## config.mk

```make
export PLATFORM = sky130hd
export DESIGN_NAME = wdt_top
export DESIGN_NICKNAME = d
export VERILOG_FILES = /design/src/design/wdt_pkg.sv /design/src/design/wdt_top.sv
export SDC_FILE = /design/constraint.sdc
export NUM_CORES = 1
export LEC_CHECK = 0
export ABC_AREA = 1
export BUFFER_PORTS_ARGS = -buffer_cell sky130_fd_sc_hd__buf_4
export CORE_UTILIZATION = 35
export CTS_CLUSTER_DIAMETER = 50
export DETAILED_ROUTE_END_ITERATION = 10
export SLEW_MARGIN = 10
export SYNTH_ARGS = -nofsm -noshare
export SYNTH_HDL_FRONTEND = slang
export SYNTH_SLANG_ARGS = --single-unit
```

## constraint.sdc

```tcl
create_clock -name clk_i -period 3.27 [get_ports clk_i]
set_input_delay 0.1635 -clock clk_i [delete_from_list [all_inputs] [get_ports clk_i]]
set_output_delay 0.1635 -clock clk_i [all_outputs]
set_load 0.1 [all_outputs]
```

## src/design/wdt_pkg.sv

```systemverilog
// Summary of operation
// - tick comes from oscillator clock divided by 4096, 1024 or 128 via a mux
// - 8-bit up-counter, readable by software, never directly writable
// - any reset loads control register with zero: watchdog on, divide by 4096
// - watchdog off only while upper control nibble holds 1010b
// - writing one to control bit 1 clears the counter
// - writing one to control bit 0 clears the dividers of both timers
// - enabled watchdog and counter overflow out of bit 7 assert system reset
// - in stop mode, reset or external interrupt restarts oscillator and stabilization
// - stabilization ticks at divide 4096 after reset, selected divider after wake
// - stabilization ends when counter bit 4 sets; cpu clock is then released
package wdt_pkg;
	// register byte addresses on the bus
	localparam logic [7:0] ADDR_CONTROL = 8'hdc;
	localparam logic [7:0] ADDR_COUNT   = 8'hdd;
	localparam logic [7:0] ADDR_STATUS  = 8'he0;
	localparam logic [7:0] ADDR_MASK    = 8'he4;
	localparam logic [7:0] ADDR_MODE    = 8'he8;
	// control fields and values
	localparam logic [7:0] CONTROL_RESET   = 8'h00;
	localparam logic [3:0] DISABLE_CODE    = 4'ha;
	localparam int         BIT_CLR_COUNT   = 1;
	localparam int         BIT_CLR_DIV     = 0;
	localparam int         SEL_LSB         = 2;
	localparam int         KEY_LSB         = 4;
	localparam int         STAB_BIT        = 4;
	// clock select codes
	localparam logic [1:0] SEL_4096 = 2'h0;
	localparam logic [1:0] SEL_1024 = 2'h1;
	localparam logic [1:0] SEL_128  = 2'h2;
	// divider taps: a tick is the wrap of the low bits of a 12-bit prescaler
	localparam int DIV_W      = 12;
	localparam int TAP_4096   = 12;
	localparam int TAP_1024   = 10;
	localparam int TAP_128    = 7;
	// status bits
	localparam int ST_W       = 3;
	localparam int ST_OVF     = 0;
	localparam int ST_STAB    = 1;
	localparam int ST_BADSEL  = 2;
	// stabilization phases
	typedef enum logic [2:0] {
		WDT_RUN  = 3'b001,
		WDT_STOP = 3'b010,
		WDT_STAB = 3'b100
	} wdt_state_t;
	// bus request carrier
	typedef struct packed {
		logic       we;
		logic [7:0] adr;
		logic [7:0] dat;
	} wdt_req_t;
endpackage : wdt_pkg

```

## src/design/wdt_top.sv

```systemverilog
// Chosen here: the Wishbone slave port.
`timescale 1ns/1ps
module wdt_top (
	// clock and reset
	input  wire logic        clk_i,
	input  wire logic        rst_i,
	// wishbone slave
	input  wire logic        cyc_i,
	input  wire logic        stb_i,
	input  wire logic        we_i,
	input  wire logic [7:0]  adr_i,
	input  wire logic [3:0]  sel_i,
	input  wire logic [31:0] dat_i,
	output logic      [31:0] dat_o,
	output logic             ack_o,
	// power management
	input  wire logic        stop_req_i,
	input  wire logic        ext_wake_i,
	// system effects
	output logic             sys_reset_o,
	output logic             cpu_clk_en_o,
	output logic             timer0_div_clr_o,
	output logic             irq_o
);
	logic [7:0]                       watchdog_timer_control;
	logic [7:0]                       watchdog_timer_count;
	logic [wdt_pkg::DIV_W-1:0]        prescale;
	logic [wdt_pkg::ST_W-1:0]         status;
	logic [wdt_pkg::ST_W-1:0]         mask;
	logic                             por_stab;
	wdt_pkg::wdt_state_t              state;
	wdt_pkg::wdt_req_t                req;
	logic                             wr_en;
	logic                             tick;
	logic                             wd_enabled;
	logic                             overflow;
	logic                             stab_done;
	logic [1:0]                       eff_sel;
	logic [wdt_pkg::ST_W-1:0]         events;

	assign req.we  = we_i;
	assign req.adr = adr_i;
	assign req.dat = dat_i[7:0];
	// a write lands once, in the cycle before ack rises
	assign wr_en = cyc_i && stb_i && req.we && sel_i[0] && !ack_o;

	// after a power-on style reset the stabilization runs at 4096 whatever is set
	assign eff_sel = (state == wdt_pkg::WDT_STAB && por_stab) ? wdt_pkg::SEL_4096
		: watchdog_timer_control[wdt_pkg::SEL_LSB +: 2];

	// divider taps: tick when the selected low bits of the prescaler are all ones
	always_comb
	begin
		case (eff_sel)
			wdt_pkg::SEL_4096: tick = &prescale[wdt_pkg::TAP_4096-1:0];
			wdt_pkg::SEL_1024: tick = &prescale[wdt_pkg::TAP_1024-1:0];
			wdt_pkg::SEL_128:  tick = &prescale[wdt_pkg::TAP_128-1:0];
			default:           tick = 1'b0;   // invalid select: counter holds
		endcase
	end

	// stop mode freezes the oscillator, hence both counter and divider
	assign wd_enabled = watchdog_timer_control[7:wdt_pkg::KEY_LSB] != wdt_pkg::DISABLE_CODE;
	assign overflow   = tick && (&watchdog_timer_count) && state != wdt_pkg::WDT_STOP;
	assign stab_done  = state == wdt_pkg::WDT_STAB && watchdog_timer_count[wdt_pkg::STAB_BIT];

	// prescaler, shared clear with timer 0
	always_ff @(posedge clk_i)
	begin
		if (rst_i || (wr_en && req.adr == wdt_pkg::ADDR_CONTROL && req.dat[wdt_pkg::BIT_CLR_DIV]))
			prescale <= '0;
		else if (state != wdt_pkg::WDT_STOP)
			prescale <= prescale + 1'b1;
	end

	// control register; clear bits are strobes and do not stay set
	always_ff @(posedge clk_i)
	begin
		if (rst_i)
			watchdog_timer_control <= wdt_pkg::CONTROL_RESET;
		else if (wr_en && req.adr == wdt_pkg::ADDR_CONTROL)
			watchdog_timer_control <= {req.dat[7:2], 2'b00};
	end

	// counter: read only, clears on strobe, reset or wake from stop
	always_ff @(posedge clk_i)
	begin
		if (rst_i)
			watchdog_timer_count <= '0;
		else if (wr_en && req.adr == wdt_pkg::ADDR_CONTROL && req.dat[wdt_pkg::BIT_CLR_COUNT])
			watchdog_timer_count <= '0;
		else if (state == wdt_pkg::WDT_STOP && ext_wake_i)
			watchdog_timer_count <= '0;   // restart count from oscillator start
		else if (tick && state != wdt_pkg::WDT_STOP)
			watchdog_timer_count <= watchdog_timer_count + 1'b1;
	end

	// stop and stabilization sequencer; reset itself starts a stabilization
	always_ff @(posedge clk_i)
	begin
		if (rst_i)
		begin
			state    <= wdt_pkg::WDT_STAB;
			por_stab <= 1'b1;
		end
		else
		begin
			case (state)
				wdt_pkg::WDT_RUN:
				begin
					if (stop_req_i)
						state <= wdt_pkg::WDT_STOP;
				end
				wdt_pkg::WDT_STOP:
				begin
					if (ext_wake_i)
					begin
						state    <= wdt_pkg::WDT_STAB;
						por_stab <= 1'b0;
					end
				end
				wdt_pkg::WDT_STAB:
				begin
					if (stab_done)
						state <= wdt_pkg::WDT_RUN;
				end
				default: state <= wdt_pkg::WDT_RUN;
			endcase
		end
	end

	// cpu clock gate: open only while running
	always_ff @(posedge clk_i)
	begin
		if (rst_i)
			cpu_clk_en_o <= 1'b0;
		else
			cpu_clk_en_o <= (state == wdt_pkg::WDT_RUN && !stop_req_i) || stab_done;
	end

	// watchdog reset pulse; software keeping the counter low is what avoids it
	always_ff @(posedge clk_i)
	begin
		if (rst_i)
			sys_reset_o <= 1'b0;
		else
			sys_reset_o <= overflow && wd_enabled;
	end

	// divider clear mirrored to timer 0 as a one-cycle pulse
	always_ff @(posedge clk_i)
	begin
		if (rst_i)
			timer0_div_clr_o <= 1'b0;
		else
			timer0_div_clr_o <= wr_en && req.adr == wdt_pkg::ADDR_CONTROL
				&& req.dat[wdt_pkg::BIT_CLR_DIV];
	end

	// sticky status: set wins over write-one-to-clear
	assign events[wdt_pkg::ST_OVF]    = overflow;
	assign events[wdt_pkg::ST_STAB]   = stab_done;
	assign events[wdt_pkg::ST_BADSEL] = wr_en && req.adr == wdt_pkg::ADDR_CONTROL
		&& req.dat[wdt_pkg::SEL_LSB +: 2] == 2'h3;
	always_ff @(posedge clk_i)
	begin
		if (rst_i)
			status <= '0;
		else if (wr_en && req.adr == wdt_pkg::ADDR_STATUS)
			status <= (status & ~req.dat[wdt_pkg::ST_W-1:0]) | events;
		else
			status <= status | events;
	end

	// interrupt mask
	always_ff @(posedge clk_i)
	begin
		if (rst_i)
			mask <= '0;
		else if (wr_en && req.adr == wdt_pkg::ADDR_MASK)
			mask <= req.dat[wdt_pkg::ST_W-1:0];
	end

	// level interrupt, registered so it follows status by one cycle
	always_ff @(posedge clk_i)
	begin
		if (rst_i)
			irq_o <= 1'b0;
		else
			irq_o <= |(status & mask);
	end

	// bus answer: one wait state, ack for one cycle, unmapped reads zero
	always_ff @(posedge clk_i)
	begin
		if (rst_i)
		begin
			ack_o <= 1'b0;
			dat_o <= '0;
		end
		else
		begin
			ack_o <= cyc_i && stb_i && !ack_o;
			case (req.adr)
				wdt_pkg::ADDR_CONTROL: dat_o <= {24'h0, watchdog_timer_control};
				wdt_pkg::ADDR_COUNT:   dat_o <= {24'h0, watchdog_timer_count};
				wdt_pkg::ADDR_STATUS:  dat_o <= {29'h0, status};
				wdt_pkg::ADDR_MASK:    dat_o <= {29'h0, mask};
				wdt_pkg::ADDR_MODE:    dat_o <= {29'h0, state};
				default:               dat_o <= '0;
			endcase
		end
	end
endmodule : wdt_top

```

# --- Word-level counts from Yosys, hierarchy flattened ---
# Cells that the tools add are included.
# Widths: inputs -> output; s select.
word_totals:
  regBits: 73
  ramBits: 0
  mem_count: 0
  latchBits: 0
  input_bits: 51
  elab_cells: 76
  mem_bits_ro: 0
op_classes:
  n_div: 0
  n_eq_ne: 16
  bitwise: 5
  n_mux: 8
  n_mul: 0
  addsub: 2
  reduce_logical: 32
  n_shift: 0
  magnitude_cmp: 0
ops:
  columns: ["operator", "n"]
  rows:
  - ["$eq 8x8->1 const B", 5]
  - ["$pmux 8 s5", 1]
  - ["$logic_and 1x1->1", 19]
  - ["$add 12x1->12 const B", 1]
  - ["$mux 3", 4]
  - ["$reduce_and 12->1", 1]
  - ["$reduce_and 10->1", 1]
  - ["$pmux 3 s3", 1]
  - ["$add 8x1->8 const B", 1]
  - ["$reduce_and 8->1", 1]
  - ["$reduce_and 7->1", 1]
  - ["$and 3x3->3", 2]
  - ["$ne 2x2->1 const B", 3]
  - ["$or 3x3->3", 2]
  - ["$reduce_or 3->1", 2]
  - ["$eq 2x2->1 const B", 2]
  - ["$ne 4x4->1 const B", 1]
  - ["$eq 3x1->1 const B", 1]
  - ["$eq 3x2->1 const B", 1]
  - ["$eq 3x3->1 const B", 1]
  - ["$ne 3x2->1 const B", 1]
  - ["$not 3->3", 1]
  - ["$pmux 1 s3", 1]
  - ["$reduce_and 3->1", 1]
  - ["6 further kinds", 8]

# --- Logic depth before layout (Yosys ltp) ---
# Gate-level depths: netlist of run 1.
logic_depth:
  word_depth: 9
  mapped_depth: 11
  depth_no_buf: 11

# --- Worst setup path after synthesis of run 1 ---
# Ideal clock, no wire load.
synth_timing:
  kind: "reg2reg"
  start: "register ack_o"
  end: "register prescale[5] (netlist bit)"
  required_time_ps: 3198
  path_slack_ps: 1461
  path_stages_with_launch: 9
  setup_time_ps: 72
  arrival_ps: 1736
  path_buffers: 2
  path_cell_list: "dfxtp_1 > nor2_1 > nand2_1 > nor2_2 > nand3_4 > buf_6 > o21ai_4 > buf_8 > nor3b_2"
synth_between:
  elab_chain_len: 5
synth_rtl:
  columns: ["element", "line", "text"]
  rows:
  - ["start: declaration", "wdt_top.sv:15", "output logic ack_o,"]
  - ["start signal: assignment", "wdt_top.sv:203", "ack_o <= cyc_i && stb_i && !ack_o;"]
  - ["$logic_not 1->1", "wdt_top.sv:45", "assign wr_en = cyc_i && stb_i && req.we && sel_i[0] && !ack_o;"]
  - ["$logic_and 1x1->1", "wdt_top.sv:45", null]
  - ["$logic_and 1x1->1 (2 in series)", "wdt_top.sv:70", "if (rst_i || (wr_en && req.adr == wdt_pkg::ADDR_CONTROL && req.dat[wdt_pkg::BIT_CLR_DIV]))"]
  - ["$logic_or 1x1->1", "wdt_top.sv:70", null]
  - ["end signal: assignment", "wdt_top.sv:73", "prescale <= prescale + 1'b1;"]
  - ["end: declaration", "wdt_top.sv:27", "logic [wdt_pkg::DIV_W-1:0] prescale;"]
# No other way between the ends.
# A chain may end at the register's enable or synchronous reset.

# --- Worst setup path after layout of run 1 ---
layout_timing:
  start: "register ack_o"
  end: "register prescale[11] (netlist bit)"
# Same word-level chain as after synthesis.

==> results list, run 1 <==
- The analysis attributes to cell leakage a power of 1.13 nW.
- The run finished with clean final reports.
- The number of different library cells used by synthesis comes to 35.
- Internal power: 0.839 mW
- Pin count of the biggest net entering global routing: 17
- The via count of the first global-routing pass came to 1872.
- The first global-routing pass estimated 8630 microns of wire.
- Switching power: 0.467 mW
- Reg power frac: 49.5%
* Post-detailed-routing wire length: 5250 microns
- Post-CTS resize count: 0
- Most used DFF post-synth: sky130_fd_sc_hd__dfxtp_1
- Die Y-Extent: 86.9 microns
* Number of detailed-routing iterations run before antenna repair: 4
* Switching power share of the total: 35.8%
* CP Data Arrival Time: 1.99 ns
* Clock power share: 27.8%
- Cell Area, Synth: 2520 sq um
* Number of violations of the max-capacitance limit: 0
- Post-placement cell count: 465
- Endpoint class of the critical path: flip-flop
* RSZ-0062 raised after global routing: no
- In the routed layout, each cell is associated on average with a via count of 4.57.
* Maximum fanout count along the critical path: 11
- Slew Limit Fails: 0
- In this run, synthesis produced a sequential element count of 49.
- Summing all non-filler instances in the final layout gives an area of 2850 sq um.
* Grt ovf: 0
- After detailed routing, the number of remaining DRC violations is 0.
- Portion of synthesized cell area occupied by the leading cell type: 38.9%
- Counting the buffers created by CTS gives 5.
* Post-synthesis instance total: 341
- Sequential-to-total area share from yosys stat: 38.9%
* Final worst path period share: 54.6%
- The tightest hold path in the finished design has a slack of 0.112 ns.
- sky130_fd_sc_hd__nand2_1 is the most common cell in the netlist.
* Endpoints failing setup: 0
- Worst clock skew: 0.00884 ns
* Count of placed standard cells in the final layout, fillers left out: 473
- Dividing the detail-routed wire length by the instance count gives 11.1 microns.
- The core region is 6870 sq um.
- The initial antenna violation count is 0.
- Relative max-transition margin: 66.5%
- Launching element type of the critical path: flip-flop
- Starting density of the core: 36.7%
- The repair_antennas step left the layout with diodes totalling 0.
- Global routing consumed, on the met1 layer, 19.3% of the routing resources.
- VDD sags by at most 0.268 mV.
* Post-detail-place hpwl: 3990 microns
- By area the synthesized netlist is led by sky130_fd_sc_hd__dfxtp_1, sky130_fd_sc_hd__nand2_1, sky130_fd_sc_hd__buf_4, sky130_fd_sc_hd__nand3_1, sky130_fd_sc_hd__a21oi_1.
- Final Hold Fails: 0
- During I/O placement, the number of pins put on the boundary was 88.
- TritonCTS built the clock tree.
- After floorplanning, the core was divided into 30 placement rows.
- Combinational share of power: 22.7%
- Once placement finished, the instance area stood at 2770 sq um.
- Derived from the worst setup path, the maximum achievable clock frequency is 0.560 GHz.
- Number of hold buffers added after CTS: 0
- Dividing the synthesized area by the synthesized cell count gives 7.40 sq um.
- Ratio of cells with drive above 1 in the final layout: 19.6%
- Summed over all failing endpoints, the final setup total negative slack is 0 ns.
* M3 GR Usage: 2.94%
- Die outline area: 7550 sq um
- In the final design database the tool counted 429 nets.
- The die is 86.9 microns wide.
- At the worst endpoint, the required time is 3.47 ns.
- Yosys mapped a number of flops with a built-in enable equal to 0.
- Crit path kind: reg -> reg
* Number of buffers inserted to repair setup after CTS: 0
- Counting flops with an async set or reset pin after synthesis yields a share of 0%.
* Count of nets left with antenna violations after detail routing: 0
- Buffer depth of the longest clock path: 2
* Ratio of total power to cell area: 458 nW/um^2
- Yosys warnings: 0
- Routability-driven placement finished with a final weighted congestion of 0.756.
- Global routing used 14.6% of the available tracks across all layers.
* Insertion delay to the later sink of the worst-skew pair: 0.30 ns
- The H-tree generated during clock tree synthesis spans 2 levels.
- Final Critical Period: 1.78 ns
* Clock transition at the registers of the reported paths: 0.10 ns
* 1st-iter DRT viols: 95
* M2 GR Usage: 24.3%
- Hold Path Class: in -> reg
* CTS root buf: sky130_fd_sc_hd__clkbuf_8
- After synthesis, the most frequently instantiated cells are sky130_fd_sc_hd__nand2_1, sky130_fd_sc_hd__dfxtp_1, sky130_fd_sc_hd__nor2_1, sky130_fd_sc_hd__inv_1, sky130_fd_sc_hd__nand3_1.
- Across all layers, the routed design uses 2163 vias.
- Most crowded layer after global routing: met2
- The largest total area in the synthesized netlist belongs to sky130_fd_sc_hd__dfxtp_1.
- Growth of design area from synthesis to finish: 13.1%
- Slew at the pin closest to its max-slew limit: 0.501 ns
* Final total power: 1.31 mW
- For this design, the sink count on the clock tree is 49.
- Number of buffer cells added on primary ports: 36
-- metrics by stage --
stage	util, %	setup WS [ns]
finish	41.5	1.49
detailed placement	40.3	1.50
global route	41.5	1.32
floorplan	-	1.46
global placement	40.3	1.49
CTS	41.5	1.48
-- final timing paths --
kind | from | endpoint | slack [ns] | cells past startpoint
worst max register to register | ack_o | prescale[11] | 1.49 | 8
worst max-delay path | ack_o | prescale[11] | 1.49 | 8
worst min register to register | prescale[9] | prescale[9] | 0.45 | 2
worst min-delay path | cyc_i | ack_o | 0.11 | 3
-- per-layer routing --
metal | share of wire, % | vias to the layer above
met5 | 0 | -
met4 | 0.36 | 0
met3 | 6.2 | 2
met2 | 47 | 62
met1 | 46 | 970
li1 | - | 1129
-- state kept, by name, summed over array words and instances (netlist names) --
register                flops
ack_o                       1
cpu_clk_en_o                1
dat_o                       8
irq_o                       1
mask                        3
por_stab                    1
prescale                   12
state                       3
status                      3
sys_reset_o                 1
timer0_div_clr_o            1
watchdog_timer_control      6
watchdog_timer_count        8
-- power groups by stage --
stage | logic, mW | clock network [mW] | registers, mW
after floorplan | 0.262 | 0 | 0.663
after global placement | 0.296 | 0 | 0.659
after detailed placement | 0.298 | 0 | 0.660
after CTS | 0.299 | 0.373 | 0.647
after global routing | 0.325 | 0.399 | 0.651
final | 0.297 | 0.363 | 0.647
-- worst max-delay path, stage by stage (launching register included) --
cell	delay [ns]
sky130_fd_sc_hd__dfxtp_1	0.32
sky130_fd_sc_hd__nor2_1	0.09
sky130_fd_sc_hd__nand2_1	0.08
sky130_fd_sc_hd__nor2_2	0.26
sky130_fd_sc_hd__nand3_4	0.22
sky130_fd_sc_hd__o21ai_4	0.47
sky130_fd_sc_hd__inv_1	0.11
sky130_fd_sc_hd__nand2_1	0.09
sky130_fd_sc_hd__nor2_1	0.04
-- kinds of logic after synthesis --
family                     share of synthesized area (%)
xor gates and xnor gates                            2.08
other                                              0.149
and+or+nand+nor                                     31.9
DFF                                                 38.9
buffers and inverters                               14.7
adders and majority gates                          0.992
AOI/OAI and AO/OA                                   11.3
-- final cells by class --
cell class,instances,area [sq um]
Fill cell,740,4020
Multi-Input combinational cell,248,1260
Sequential cell,49,981
Timing Repair Buffer,37,278
Inverter,35,131
Tap cell,96,120
Clock buffer,6,72.6
Clock inverter,2,13.8
-- layout by cell type (no fill, tap or decap), types with 2 or more instances in the layout --
cell type,n
sky130_fd_sc_hd__buf_4,37
sky130_fd_sc_hd__o22ai_1,4
sky130_fd_sc_hd__nand2_2,3
sky130_fd_sc_hd__inv_2,4
sky130_fd_sc_hd__conb_1,24
sky130_fd_sc_hd__nand4_1,9
sky130_fd_sc_hd__nor3_2,3
sky130_fd_sc_hd__a21oi_1,26
sky130_fd_sc_hd__nand3b_1,2
sky130_fd_sc_hd__nand3_1,28
sky130_fd_sc_hd__nand2_1,64
sky130_fd_sc_hd__clkbuf_8,5
sky130_fd_sc_hd__dfxtp_1,49
sky130_fd_sc_hd__nor2_1,33
sky130_fd_sc_hd__nand3_2,2
sky130_fd_sc_hd__o21ai_0,16
sky130_fd_sc_hd__nor3_1,5
sky130_fd_sc_hd__a21oi_2,3
sky130_fd_sc_hd__xnor2_1,2
sky130_fd_sc_hd__ha_1,2
sky130_fd_sc_hd__xor2_1,4
sky130_fd_sc_hd__nor2_2,9
sky130_fd_sc_hd__inv_1,31
(Power assumes the default switching activity.)
==> run 2: changes to the inputs <==
--- a/config.mk
+++ b/config.mk
@@ -5,7 +5,7 @@
 export SDC_FILE = /design/constraint.sdc
 export NUM_CORES = 1
 export LEC_CHECK = 0
-export ABC_AREA = 1
+export ABC_AREA = 0
 export BUFFER_PORTS_ARGS = -buffer_cell sky130_fd_sc_hd__buf_4
 export CORE_UTILIZATION = 35
 export CTS_CLUSTER_DIAMETER = 50
==> constraint.sdc (replaced) <==
create_clock -name clk_i -period 1.55 [get_ports clk_i]
set_input_delay 0.0775 -clock clk_i [delete_from_list [all_inputs] [get_ports clk_i]]
set_output_delay 0.0775 -clock clk_i [all_outputs]
set_load 0.1 [all_outputs]
==> run 2 against run 1 <==
Effect of this change:
- the run now ends with negative setup slack left
- cell count fell by 2.1%
- clock skew fell by 0.0033 ns
- critical path depth fell by 4
- worst setup slack got worse by 1.5 ns
- cell area rose by 17%
- maximum frequency rose by 11%
- core utilization rose by 6.7 points
- non-clock buffer count rose by 41
- combinational power rose by 63%
- global-route usage rose by 2.0 points
- critical path type unchanged
==> results list, run 2 <==
- Required time of the worst setup path: 1.74 ns (-1.73 ns)
- Final total power: 2.67 mW (+100%)
- Compared with the post-synthesis result, the final layout area differs by 29.8%.
- The count of cells along the worst register-to-register path came to 4 (-4).
* DR vias/cell: 4.94 (+8.0%)
- The starting utilization of the core area is 37.1% (+0.41 points).
- Sorting the synthesized cells by area gives the leading types as sky130_fd_sc_hd__dfxtp_1, sky130_fd_sc_hd__buf_4, sky130_fd_sc_hd__o211ai_1, sky130_fd_sc_hd__a21oi_1, sky130_fd_sc_hd__nand2_1.
- Leaving out fill and tap cells, the most frequent cell in the layout is sky130_fd_sc_hd__buf_4.
- Die span in x: 87.8 microns (+1.1%)
* Run status: finished, violations left
- Sequential-to-total area share from yosys stat: 38.0% (-0.85 points)
- The post-layout net count came to 419 (-2.3%).
- The number of H-tree branching levels was 2 (unchanged).
* Number of cell rows: 30 (unchanged)
- Slew at the pin closest to its max-slew limit: 0.537 ns (+0.0362 ns)
* Maximum fanout count along the critical path: 22 (+11)
* Total track usage: 16.7% (+2.0 points)
- The post-route clock skew came to 0.00555 ns (-0.00329 ns).
- The number of diodes came to 0 (unchanged).
- The final number of hold-violating endpoints was 0 (unchanged).
- The path class of the tightest hold or removal check is in -> reg.
- Commonest cells after routing, fill and taps aside: sky130_fd_sc_hd__buf_4, sky130_fd_sc_hd__dfxtp_1, sky130_fd_sc_hd__nand2_1
- Number of buffer and inverter instances along the worst setup path: 0 (-1)
* Post-synthesis compound-gate area fraction: 19.5% (+8.2 points)
* Die outline area: 7710 sq um (+2.2%)
- Slew Limit Fails: 0 (unchanged)
- The clock transition time at the flip-flop clock pins of the worst setup and hold paths is 0.09 ns (about the same).
- Slowest cell delay on critical path: 0.64 ns (+0.17 ns)
* Portion of synthesized cell area occupied by the leading cell type: 38.0% (-0.85 points)
- Kind of cell adding the most delay to the critical path: simple AND/OR/NAND/NOR gates
* Library cells used by synthesis: 56 (+60%)
- The fmax is 0.624 GHz (+11%).
- CP Data Arrival Time: 1.80 ns (-0.19 ns)
- Count of placed standard cells in the final layout, fillers left out: 463 (-2.1%)
- CTS root buf: sky130_fd_sc_hd__clkbuf_8
* Number of fill cells: 668 (-9.7%)
- The number of placed I/O pins came to 88 (unchanged).
- The number of nets still failing antenna checks after routing came to 0 (unchanged).
* Number of buffer cells added on primary ports: 36 (unchanged)
* Number of synthesized flops with an enable pin: 0 (unchanged)
* Final Critical Period: 1.60 ns (-0.181 ns)
- Ratio of total power to cell area: 798 nW/um^2 (+74%)
* 1st-iter DRT viols: 125 (+32%)
- The average size of a mapped cell came to 8.77 sq um (+19%).
* Final setup margin: -0.0531 ns (-1.54 ns)
* Post-detailed-routing wire length: 6050 microns (+15%)
- Relative max-transition margin: 63.9% (-2.5 points)
- Vias after detailed routing: 2287 (+5.7%)
- Setup repair after global routing could not meet its margin everywhere.
- The checks that failed: negative setup slack.
* Cell depth of the worst setup path: 4 (-4)
- The cell area after synthesis came to 2580 sq um (+2.2%).
- The via count of the first global-routing pass is 2163 (+16%).
- Post-detail-place hpwl: 4470 microns (+12%)
* Number of violations of the max-capacitance limit: 0 (unchanged)
- The final weighted congestion in routability-driven placement is 0.787 (+4.1%).
- Most used DFF post-synth: sky130_fd_sc_hd__dfxtp_1
- Insertion delay to the later sink of the worst-skew pair: 0.31 ns (about the same)
- Initial antenna violation count: 0 (unchanged)
- VDD IR max: 0.376 mV (+40%)
- Die Y-Extent: 87.8 microns (+1.1%)
- The maximum buffer depth of the clock tree is 2 (unchanged).
- The total congestion overflow was 0 (unchanged).
* Dominant combinational cell family by area after synthesis: simple AND/OR/NAND/NOR gates
* Post-placement cell count: 452 (-2.8%)
- CTS tree: built
- Among all stages on the critical path, the largest delay is contributed by sky130_fd_sc_hd__or4_4.
- The setup path with the least slack is of type reg -> reg.
* Number of detailed-routing iterations run before antenna repair: 4 (unchanged)
* Final TNS setup: -0.336 ns (-0.336 ns)
- The post-synthesis share of cell area spent on full adders, half adders and majority gates was 0.970% (-0.022 points).
* Register name with the most flops: prescale
- Pin count of the biggest net entering global routing: 23 (+6)
* Launching element type of the critical path: flip-flop
- Xor/xnor share of the synthesized area: 2.38% (+0.29 points)
* #FFs+latches synth: 49 (unchanged)
- Cell accounting for the most synthesized area: sky130_fd_sc_hd__dfxtp_1
- The share of synthesized flip-flops with an asynchronous set or reset was 0% (unchanged).
- The simple-gate share of the synthesized area was 22.7% (-9.3 points).
- The global-route wire length before repair came to 10100 microns (+17%).
- Proportion of synthesized area in mux cells: 4.42% (+4.4 points)
* Post-synthesis instance total: 294 (-14%)
- The fraction of the cycle the final worst path needs came to 103% (+49 points).
* Commonest cells in the netlist: sky130_fd_sc_hd__dfxtp_1, sky130_fd_sc_hd__nand2_1, sky130_fd_sc_hd__buf_4, sky130_fd_sc_hd__a21oi_1, sky130_fd_sc_hd__nor2_1
* Hold Path Depth: 3 (unchanged)
* Flip-flop count of the largest register after layout: 12 (unchanged)
- Most common cell in the netlist: sky130_fd_sc_hd__dfxtp_1
* Largest registers ranked by flip-flop count: prescale x12, dat_o x8, watchdog_timer_count x8
* Crit path cell chain: nand3b_1, or4_4, o211ai_1, mux2i_1
- Endpoint class of the critical path: flip-flop
- The average detailed-routed wire length per instance came to 13.1 microns (+18%).
* Leak: 1.26 nW (+11%)
- Clock buffers created by TritonCTS: 5 (unchanged)
* Number of clock sinks: 49 (unchanged)
- The number of DRC violations after detailed routing came to 0 (unchanged).
* Ratio of cells with drive above 1 in the final layout: 31.6% (+12 points)
* Endpoints failing setup: 9 (+9)
- The Yosys warning count is 0 (unchanged).
* Floorplan Core Area: 6940 sq um (+1.1%)
[run 2: metrics by stage]
stage / setup slack (ns) / hold WS (ns) / instance area (sq um) / util (%)
2_1_floorplan: -0.217 / 0.218 / 2690 / -
3_3_place_gp: -0.213 / 0.339 / 3120 / 45.0
3_5_place_dp: -0.228 / 0.340 / 3120 / 45.0
4_1_cts: -0.0500 / 0.00800 / 3310 / 47.6
5_1_grt: -0.158 / 0.0133 / 3350 / 48.2
6_report: -0.0531 / 0.0157 / 3350 / 48.2
[run 2: tightest hold or removal path: stages]
cell	delay [ns]
sky130_fd_sc_hd__buf_4	0.11
sky130_fd_sc_hd__nand2_1	0.05
sky130_fd_sc_hd__a21oi_1	0.05
[run 2: cell families (layout without fill, tap and decap cells)]
logic type / count (synthesis) / after routing
compound gates: 73 / 73
xor+xnor: 7 / 7
fa+ha+maj: 2 / 2
buf+inv: 50 / 100
flops: 49 / 49
mux: 11 / 11
other cells: 1 / 24
simple gates: 101 / 101
[run 2: worst paths after layout]
path             from                        end  slack (ns)
max             ack_o    watchdog_timer_count[2]       -0.05
min          dat_i[5]  watchdog_timer_control[5]        0.02
max reg2reg     ack_o    watchdog_timer_count[2]       -0.05
min reg2reg  por_stab                   por_stab        0.45
[run 2: final cells by class]
class                           count  area (sq um)  share of cell area [%]
Sequential cell                    49           992                    29.6
Timing Repair Buffer               78           606                    18.1
Clock inverter                      1          7.51                   0.224
Clock buffer                        7           108                    3.21
Inverter                           14          52.6                    1.57
Multi-Input combinational cell    218          1460                    43.7
Tap cell                           96           120                    3.59
[run 2: timing repair]
| action | 4_1_cts | 5_1_grt |
|---|---|---|
| gates resized for setup | 11 | 9 |
| pin swaps | 5 | 4 |
| hold buffers | 0 | 0 |
| endpoints found under the setup margin | 10 | 14 |
| buffers inserted | 0 | 3 |
[run 2: metal layers]
layer	share of wire, %	track usage [%]	vias up
li1	-	-	1156
met1	46	21.4	1066
met2	48	27.8	57
met3	3.4	2.54	8
met4	2.0	6.86	0
met5	0	0	-
[run 2: power by group]
| part | internal [mW] | switching [mW] | total [mW] |
|---|---|---|---|
| Clock | 0.460 | 0.450 | 0.911 |
| Combinational | 0.107 | 0.376 | 0.483 |
| Sequential | 1.27 | 0.00848 | 1.28 |
